File: src/rtl/frcct_pkg.sv
`default_nettype none
package frcct_pkg;
  // Byte register indices on the plain register port
  localparam logic [4:0] ADDR_CNT_HI    = 5'h00;
  localparam logic [4:0] ADDR_CNT_LO    = 5'h01;
  localparam logic [4:0] ADDR_ALT_HI    = 5'h02;
  localparam logic [4:0] ADDR_ALT_LO    = 5'h03;
  localparam logic [4:0] ADDR_CAP1_HI   = 5'h04;
  localparam logic [4:0] ADDR_CAP1_LO   = 5'h05;
  localparam logic [4:0] ADDR_CAP2_HI   = 5'h06;
  localparam logic [4:0] ADDR_CAP2_LO   = 5'h07;
  localparam logic [4:0] ADDR_CMP1_HI   = 5'h08;
  localparam logic [4:0] ADDR_CMP1_LO   = 5'h09;
  localparam logic [4:0] ADDR_CMP2_HI   = 5'h0a;
  localparam logic [4:0] ADDR_CMP2_LO   = 5'h0b;
  localparam logic [4:0] ADDR_CTRL_ONE  = 5'h0c;
  localparam logic [4:0] ADDR_CTRL_TWO  = 5'h0d;
  localparam logic [4:0] ADDR_STATUS    = 5'h0e;

  // control_reg_one fields
  localparam int C1_OVF_IE   = 0;
  localparam int C1_CAP_IE   = 1;
  localparam int C1_CMP_IE   = 2;
  localparam int C1_CAP1_EDG = 3;
  localparam int C1_OLVL1    = 4;
  localparam int C1_OLVL2    = 5;
  // control_reg_two fields
  localparam int C2_CLK_LSB  = 0;
  localparam int C2_EXT_EDG  = 2;
  localparam int C2_CAP2_EDG = 3;
  localparam int C2_CMP1_OE  = 4;
  localparam int C2_CMP2_OE  = 5;
  localparam int C2_OPM      = 6;
  localparam int C2_PWM      = 7;
  // timer_status_reg fields
  localparam int ST_CAP1 = 0;
  localparam int ST_CAP2 = 1;
  localparam int ST_CMP1 = 2;
  localparam int ST_CMP2 = 3;
  localparam int ST_OVF  = 4;

  localparam logic [15:0] CNT_RELOAD = 16'hfffc;
  localparam logic [15:0] CNT_TOP    = 16'hffff;
  localparam logic [15:0] CMP_RESET  = 16'h8000;
  localparam logic [1:0]  CLK_EXT    = 2'h3;
  localparam logic [2:0]  DIV2_MASK  = 3'h1;
  localparam logic [2:0]  DIV4_MASK  = 3'h3;
  localparam logic [2:0]  DIV8_MASK  = 3'h7;
endpackage
`default_nettype wire

File: src/rtl/frcct_timer.sv
// Contract
// 16-bit free running up counter, byte registers
// High byte read latches low byte until read
// Lone low byte read returns live count
// Low byte write reloads FFFCh, also reset
// Clock select divides by 2, 4, 8
// Select value 3 uses external clock
// Edge select bit picks external active edge
// External edges synchronised to processor clock
// External clock slower than quarter processor clock
// Rollover FFFFh to 0000h sets overflow flag
// Overflow irq needs enable and clear mask
// Status read then main low access clears overflow
// Runs in wait, freezes in halt
// Capture edge copies counter, sets capture flag
// Capture irq needs enable and clear mask
// Status read then capture low access clears
// Capture high read blocks captures until low
// Capture register keeps latest accepted value
// Pulse modes leave only capture two normal
// Capture pins always feed capture logic
// Compare match sets flag, pin, interrupt
// Compare registers software only, reset 8000h
// All requests ORed onto one interrupt line
`default_nettype none
module frcct_timer (
  input  wire logic       clk,
  input  wire logic       rst_n,
  input  wire logic [4:0] addr,
  input  wire logic [7:0] wdata,
  input  wire logic       wr,
  input  wire logic       rd,
  output logic      [7:0] rdata,
  input  wire logic       halt,
  input  wire logic       global_irq_mask,
  input  wire logic       ext_clock_pin,
  input  wire logic [1:0] capture_pin,
  output logic      [1:0] compare_pin,
  output logic      [1:0] compare_pin_oe_n,
  output logic            timer_irq
);

  typedef struct packed {
    logic [15:0] count;
    logic [7:0]  lo_buf;
    logic        lo_held;
    logic [2:0]  presc;
    logic        ext_s1;
    logic        ext_s2;
    logic        ext_prev;
    logic [1:0]  cap_prev;
    logic [15:0] cap1;
    logic [15:0] cap2;
    logic [1:0]  cap_block;
    logic [15:0] cmp1;
    logic [15:0] cmp2;
    logic [1:0]  cmp_block;
    logic [1:0]  pin;
    logic [7:0]  ctrl1;
    logic [7:0]  ctrl2;
    logic [4:0]  status;
    logic [4:0]  armed;
    logic [7:0]  rdata;
  } frcct_state_t;

  frcct_state_t st;
  frcct_state_t next_st;

  function automatic logic hit(input logic [4:0] a, input logic [4:0] want);
    return a == want;
  endfunction

  logic       tick;
  logic       ext_edge;
  logic [2:0] div_mask;
  logic [1:0] cap_edge;
  logic [1:0] cmp_match;
  logic [1:0] cap_edg_sel;
  logic       pulse_mode;

  always_comb begin
    next_st = st;
    pulse_mode = st.ctrl2[frcct_pkg::C2_OPM] | st.ctrl2[frcct_pkg::C2_PWM];
    cap_edg_sel = {st.ctrl2[frcct_pkg::C2_CAP2_EDG], st.ctrl1[frcct_pkg::C1_CAP1_EDG]};

    // Synchroniser, second stage only feeds the edge detector
    next_st.ext_s1 = ext_clock_pin;
    next_st.ext_s2 = st.ext_s1;
    next_st.ext_prev = st.ext_s2;
    ext_edge = st.ctrl2[frcct_pkg::C2_EXT_EDG] ? (st.ext_s2 & ~st.ext_prev)
                                                : (~st.ext_s2 & st.ext_prev);

    case (st.ctrl2[frcct_pkg::C2_CLK_LSB +: 2])
      2'h0:    div_mask = frcct_pkg::DIV2_MASK;
      2'h1:    div_mask = frcct_pkg::DIV4_MASK;
      2'h2:    div_mask = frcct_pkg::DIV8_MASK;
      default: div_mask = frcct_pkg::DIV8_MASK;
    endcase

    // Halt freezes prescaler and counter; wait has no effect
    if (halt) begin
      tick = 1'b0;
    end else if (st.ctrl2[frcct_pkg::C2_CLK_LSB +: 2] == frcct_pkg::CLK_EXT) begin
      tick = ext_edge;
    end else begin
      tick = (st.presc & div_mask) == div_mask;
    end
    if (!halt) begin
      next_st.presc = st.presc + 3'h1;
    end

    if (tick) begin
      next_st.count = st.count + 16'h0001;
      if (st.count == frcct_pkg::CNT_TOP) begin
        next_st.status[frcct_pkg::ST_OVF] = 1'b1;
      end
    end

    // Compare on every tick against the current count, except between a compare register's high and low byte writes
    cmp_match[0] = tick && st.count == st.cmp1 && !st.cmp_block[0];
    cmp_match[1] = tick && st.count == st.cmp2 && !st.cmp_block[1];
    for (int i = 0; i < 2; i++) begin
      if (cmp_match[i]) begin
        next_st.status[frcct_pkg::ST_CMP1 + i] = 1'b1;
        next_st.pin[i] = st.ctrl1[frcct_pkg::C1_OLVL1 + i];
      end
    end

    // Capture pins are always watched
    next_st.cap_prev = capture_pin;
    for (int i = 0; i < 2; i++) begin
      cap_edge[i] = cap_edg_sel[i] ? (capture_pin[i] & ~st.cap_prev[i])
                                   : (~capture_pin[i] & st.cap_prev[i]);
    end
    if (pulse_mode) begin
      cap_edge[0] = 1'b0;
    end
    if (cap_edge[0] && !st.cap_block[0]) begin
      next_st.cap1 = st.count;
      next_st.status[frcct_pkg::ST_CAP1] = 1'b1;
    end
    if (cap_edge[1] && !st.cap_block[1]) begin
      next_st.cap2 = st.count;
      next_st.status[frcct_pkg::ST_CAP2] = 1'b1;
    end

    next_st.rdata = 8'h00;
    if (rd) begin
      case (addr)
        frcct_pkg::ADDR_CNT_HI, frcct_pkg::ADDR_ALT_HI: begin
          next_st.rdata = st.lo_held ? st.count[15:8] : st.count[15:8];
          if (!st.lo_held) begin
            next_st.lo_buf = st.count[7:0];
            next_st.lo_held = 1'b1;
          end
        end
        frcct_pkg::ADDR_CNT_LO, frcct_pkg::ADDR_ALT_LO: begin
          next_st.rdata = st.lo_held ? st.lo_buf : st.count[7:0];
          next_st.lo_held = 1'b0;
        end
        frcct_pkg::ADDR_CAP1_HI: begin
          next_st.rdata = st.cap1[15:8];
          next_st.cap_block[0] = 1'b1;
        end
        frcct_pkg::ADDR_CAP1_LO: begin
          next_st.rdata = st.cap1[7:0];
          next_st.cap_block[0] = 1'b0;
        end
        frcct_pkg::ADDR_CAP2_HI: begin
          next_st.rdata = st.cap2[15:8];
          next_st.cap_block[1] = 1'b1;
        end
        frcct_pkg::ADDR_CAP2_LO: begin
          next_st.rdata = st.cap2[7:0];
          next_st.cap_block[1] = 1'b0;
        end
        frcct_pkg::ADDR_CMP1_HI:  next_st.rdata = st.cmp1[15:8];
        frcct_pkg::ADDR_CMP1_LO:  next_st.rdata = st.cmp1[7:0];
        frcct_pkg::ADDR_CMP2_HI:  next_st.rdata = st.cmp2[15:8];
        frcct_pkg::ADDR_CMP2_LO:  next_st.rdata = st.cmp2[7:0];
        frcct_pkg::ADDR_CTRL_ONE: next_st.rdata = st.ctrl1;
        frcct_pkg::ADDR_CTRL_TWO: next_st.rdata = st.ctrl2;
        frcct_pkg::ADDR_STATUS: begin
          next_st.rdata = {3'h0, st.status};
          next_st.armed = st.status;
        end
        default: next_st.rdata = 8'h00;
      endcase
    end

    if (wr) begin
      case (addr)
        frcct_pkg::ADDR_CNT_LO, frcct_pkg::ADDR_ALT_LO: begin
          next_st.count = frcct_pkg::CNT_RELOAD;
        end
        frcct_pkg::ADDR_CMP1_HI: begin
          next_st.cmp1[15:8] = wdata;
          next_st.cmp_block[0] = 1'b1;
        end
        frcct_pkg::ADDR_CMP1_LO: begin
          next_st.cmp1[7:0] = wdata;
          next_st.cmp_block[0] = 1'b0;
        end
        frcct_pkg::ADDR_CMP2_HI: begin
          next_st.cmp2[15:8] = wdata;
          next_st.cmp_block[1] = 1'b1;
        end
        frcct_pkg::ADDR_CMP2_LO: begin
          next_st.cmp2[7:0] = wdata;
          next_st.cmp_block[1] = 1'b0;
        end
        frcct_pkg::ADDR_CTRL_ONE: next_st.ctrl1 = wdata;
        frcct_pkg::ADDR_CTRL_TWO: next_st.ctrl2 = wdata;
        default: next_st.ctrl1 = next_st.ctrl1;
      endcase
    end

    // Two-step flag clears; a new event in the same cycle wins
    if ((rd || wr) && hit(addr, frcct_pkg::ADDR_CNT_LO) && st.armed[frcct_pkg::ST_OVF]) begin
      if (!(tick && st.count == frcct_pkg::CNT_TOP)) begin
        next_st.status[frcct_pkg::ST_OVF] = 1'b0;
      end
      next_st.armed[frcct_pkg::ST_OVF] = 1'b0;
    end
    if ((rd || wr) && hit(addr, frcct_pkg::ADDR_CAP1_LO) && st.armed[frcct_pkg::ST_CAP1]) begin
      if (!(cap_edge[0] && !st.cap_block[0])) begin
        next_st.status[frcct_pkg::ST_CAP1] = 1'b0;
      end
      next_st.armed[frcct_pkg::ST_CAP1] = 1'b0;
    end
    if ((rd || wr) && hit(addr, frcct_pkg::ADDR_CAP2_LO) && st.armed[frcct_pkg::ST_CAP2]) begin
      if (!(cap_edge[1] && !st.cap_block[1])) begin
        next_st.status[frcct_pkg::ST_CAP2] = 1'b0;
      end
      next_st.armed[frcct_pkg::ST_CAP2] = 1'b0;
    end
    if ((rd || wr) && hit(addr, frcct_pkg::ADDR_CMP1_LO) && st.armed[frcct_pkg::ST_CMP1]) begin
      if (!cmp_match[0]) begin
        next_st.status[frcct_pkg::ST_CMP1] = 1'b0;
      end
      next_st.armed[frcct_pkg::ST_CMP1] = 1'b0;
    end
    if ((rd || wr) && hit(addr, frcct_pkg::ADDR_CMP2_LO) && st.armed[frcct_pkg::ST_CMP2]) begin
      if (!cmp_match[1]) begin
        next_st.status[frcct_pkg::ST_CMP2] = 1'b0;
      end
      next_st.armed[frcct_pkg::ST_CMP2] = 1'b0;
    end
  end

  always_ff @(posedge clk) begin
    if (!rst_n) begin
      st <= '0;
      st.count <= frcct_pkg::CNT_RELOAD;
      st.cmp1 <= frcct_pkg::CMP_RESET;
      st.cmp2 <= frcct_pkg::CMP_RESET;
    end else begin
      st <= next_st;
    end
  end

  assign rdata = st.rdata;
  assign compare_pin = st.pin;
  assign compare_pin_oe_n = ~{st.ctrl2[frcct_pkg::C2_CMP2_OE],
                              st.ctrl2[frcct_pkg::C2_CMP1_OE]};
  // Pending flags reach the line once enabled and unmasked
  assign timer_irq = !global_irq_mask && (
    (st.ctrl1[frcct_pkg::C1_OVF_IE] && st.status[frcct_pkg::ST_OVF]) ||
    (st.ctrl1[frcct_pkg::C1_CAP_IE] &&
     |st.status[frcct_pkg::ST_CAP2:frcct_pkg::ST_CAP1]) ||
    (st.ctrl1[frcct_pkg::C1_CMP_IE] &&
     |st.status[frcct_pkg::ST_CMP2:frcct_pkg::ST_CMP1]));

endmodule
`default_nettype wire

File: config.mk
export PLATFORM = sky130hd
export DESIGN_NAME = frcct_timer
export DESIGN_NICKNAME = d
export VERILOG_FILES = /design/src/rtl/frcct_pkg.sv /design/src/rtl/frcct_timer.sv
export SDC_FILE = /design/constraint.sdc
export NUM_CORES = 1
export LEC_CHECK = 0
export ABC_AREA = 1
export BUFFER_PORTS_ARGS = -buffer_cell sky130_fd_sc_hd__buf_4
export CAP_MARGIN = 20
export CORE_ASPECT_RATIO = 1.5
export CORE_UTILIZATION = 43
export CTS_CLUSTER_DIAMETER = 60
export DETAILED_ROUTE_END_ITERATION = 12
export GPL_TIMING_DRIVEN = 0
export PLACE_DENSITY = 0.66
export SYNTH_ARGS = -nofsm -noshare
export SYNTH_HDL_FRONTEND = slang
export SYNTH_SLANG_ARGS = --single-unit
File: constraint.sdc
create_clock -name clk -period 1.96 [get_ports clk]
set_input_delay 0.392 -clock clk [delete_from_list [all_inputs] [get_ports clk]]
set_output_delay 0.392 -clock clk [all_outputs]
set_load 0.005 [all_outputs]
==> metrics.md <==
| Metric | Value |
|---|---|
| Worst setup EP type | flip-flop |
| Depth of the worst register-to-register path | 8 |
| Crit Path Max Fanout | 7 |
| Num rows | 56 |
| Skew-Pair Late Insertion Delay | 430 ps |
| CTS Buf Count | 17 |
| Slowest stage delay, CP | 470 ps |
| Placed Area | 7460 sq um |
| Critical path's slowest cell | dfxtp_1 |
| Final ANT Viol Nets | 0 |
| Starting DRC count in detailed routing | 581 |
| Critical path cell sequence | inv_1, nand2_1, nand4_1, nor3_1, inv_1, nor2_2, nand2_1, o21ai_0 |
| Slew margin rel. | 0.534 |
| Antenna violations before repair | 0 |
| Pre-CTS WS | 61.9 ps |
| PnR worst setup slack | 70.1 ps |
| H-tree levels | 4 |
| Root Driver | clkbuf_16 |
| CTS sink cnt | 137 |
| Cell area after layout | 8050 sq um |
| Die Ht | 158 um |
| Final wirelength | 24.3 mm |
| Worst Hold Class | in2reg |
| Drt pass-1 iters | 6 |
| GRT overflow | 0 |
| Ys flop type | dfxtp_1 |
| Layout cells sized above 1 | 0.177 |
| Via count | 6882 |
| N_diodes | 0 |
| Top cell type's share of synthesized area | 0.394 |
| Critical R2R Launch | st[132] |
| Seq/Total Area, Yosys | 0.394 |
| VDD IR max | 0.506 mV |
| Global Route Usage Sum | 0.302 |
| Top post-synthesis cells by area | dfxtp_1 (39%), nand2_1 (12%), o21ai_0 (7.5%) |
| Final Hold Vio Count | 0 |
| CTS Hold Bufs | 0 |
| Synth top cells by count | nand2_1 (222), dfxtp_1 (137), inv_1 (113), o21ai_0 (104), a21oi_1 (86) |
| Netlist cell types | 45 |
| Ys async rst share | 0 |
| Critical path startpoint | st[132] |
| Critical Path Sink | st[15] |
| Clk_skew | 8.72 ps |
| Final #Nets | 1064 |
| Cells after synthesis | 986 |
| Final-report max-slew violation count | 0 |
| Mapped cell area | 6960 sq um |
| Number of synthesized flops with an enable pin | 0 |
| LEAKAGE | 3.43 nW |
| CTS tree | yes |
| I/O Pins | 35 |
| Largest net degree at the start of global routing | 17 |
| CP startpoint kind | flip-flop |
| Measured slew at the worst slew-check pin | 698 ps |
| Max-Cap Viols | 0 |
| Vias per inst | 5.48 |
| Post-synthesis net count | 1010 |
| Core Region | 15800 sq um |
| Clock transition at the registers of the reported paths | 60 ps |
| Max Fclk | 529 MHz |
| First-pass GRT wire length | 36.7 mm |
| Min Clock Period, post-route | 1890 ps |
| Crit Path Class | reg2reg |
| Largest area contributor in the netlist | dfxtp_1 |
| GP Congestion | 0.980 |
| Worst flop-to-flop path endpoint | st[15] |
| Cell with the most instances after synthesis | nand2_1 |
| Syn-to-layout area delta | 15.7% |
| Die X-Extent | 106 um |
| Power Dens Cells | 813 nW/um^2 |
| Filler cells | 1657 |
| Seq cells post-synth | 137 |
| # DRC | 0 |
| Worst Path Required | 2320 ps |
| Input/output buffers | 33 |
| Final period utilization | 0.964 |
| Setup violators final | 0 |
| Status | complete, no violations |
| Worst endpoint data arrival time | 2250 ps |
| Wire per inst | 19.4 um |
| Number of global-route vias before repair | 6498 |
| Total power draw | 6.54 mW |
| Post-DP HPWL | 18.4 mm |
| Total die area | 16700 sq um |
| Yosys warns | 0 |
| Setup slack, reg-to-reg | 70 ps |
| Max Root-Sink Buffers | 2 |
| Worst Hold Launch | ext_clock_pin |
| Avg Cell Area, Syn | 7.06 sq um |
| Initial core utilization | 0.442 |
worst min path at each step:
stage	end	slack [ps]	cells past startpoint
3_3_place_gp	next_st[106]	390	2
5_1_grt	st[104]	160	3
2_1_floorplan	next_st[106]	390	2
6_report	next_st[107]	150	3
4_1_cts	next_st[107]	150	3
3_5_place_dp	next_st[106]	400	2
sequential cells by signal, summed over array words and instances (netlist names):
name,flops
cap_edg_sel,2
st,123
next_st,2
rdata,8
compare_pin,2
kinds of logic after synthesis:
group,Yosys count,share of synthesized area
simple gates,403,0.268
compound gates,252,0.205
xor+xnor,6,0.00755
buf+inv,186,0.122
fa+ha+maj,2,0.00359
flops,137,0.394
report_power, final:
group | internal [mW] | switching [mW]
sequential | 2.87 | 0.0482
clock | 1.83 | 1.26
combinational | 0.164 | 0.369
area by class of cell:
type	count	area, sq um	area share
multi-input combinational	663	3370	0.419
sequential	137	2750	0.341
inverter	141	557	0.0692
clock buffer	20	467	0.0580
buffer	45	293	0.0364
timing repair buffer	35	263	0.0326
tap	203	254	0.0315
clock inverter	11	97.6	0.0121
layer usage:
layer / part of all wire / wire [um] / global-route usage / vias to the layer above
li1: - / - / - / 3295
met1: 0.37 / 9100 / 0.332 / 3178
met2: 0.48 / 11800 / 0.509 / 299
met3: 0.067 / 1640 / 0.0585 / 110
met4: 0.074 / 1790 / 0.240 / 0
met5: 0 / 0 / 0 / -
cells in the final DEF (no fill, tap or decap), types with 2 or more instances in the layout:
cell,n
a211oi_2,8
a21oi_1,86
a21oi_2,8
a221oi_1,2
buf_2,7
buf_4,48
buf_6,7
clkbuf_1,14
clkbuf_16,17
clkbuf_2,2
clkbuf_8,3
clkinv_2,6
clkinv_4,3
clkinvlp_4,2
dfxtp_1,134
dfxtp_2,3
ha_1,2
inv_1,112
inv_2,18
inv_4,7
inv_6,2
nand2_1,222
nand2_2,3
nand2_4,7
nand3_1,42
nand3_4,5
nand4_1,8
nor2_1,83
nor2_2,5
nor2_4,10
nor3_1,12
o211ai_1,3
o21ai_0,104
o21ai_1,9
o21ai_2,6
o22ai_1,22
xor2_1,6
metrics by stage:
step | setup TNS (ps) | hold slack [ps] | instances | utilization
2_1_floorplan | 0 | 390 | 986 | -
3_3_place_gp | 0 | 394 | 1222 | 0.473
3_5_place_dp | 0 | 397 | 1222 | 0.473
4_1_cts | 0 | 147 | 1253 | 0.509
5_1_grt | -11.5 | 163 | 1255 | 0.511
6_report | 0 | 145 | 1255 | 0.511
worst max-delay path: cells and delay by family, from the launching register on:
family	cells	cell delay, ps
simple gates	5	860
flops	1	470
buf+inv	2	390
compound gates	1	100
timing repair:
action / 4_1_cts / 5_1_grt
setup endpoints to repair: 0 / 4
buffers inserted: 0 / 2
resized for setup: 0 / 6
Note: power is estimated with default switching activity, not from simulation.
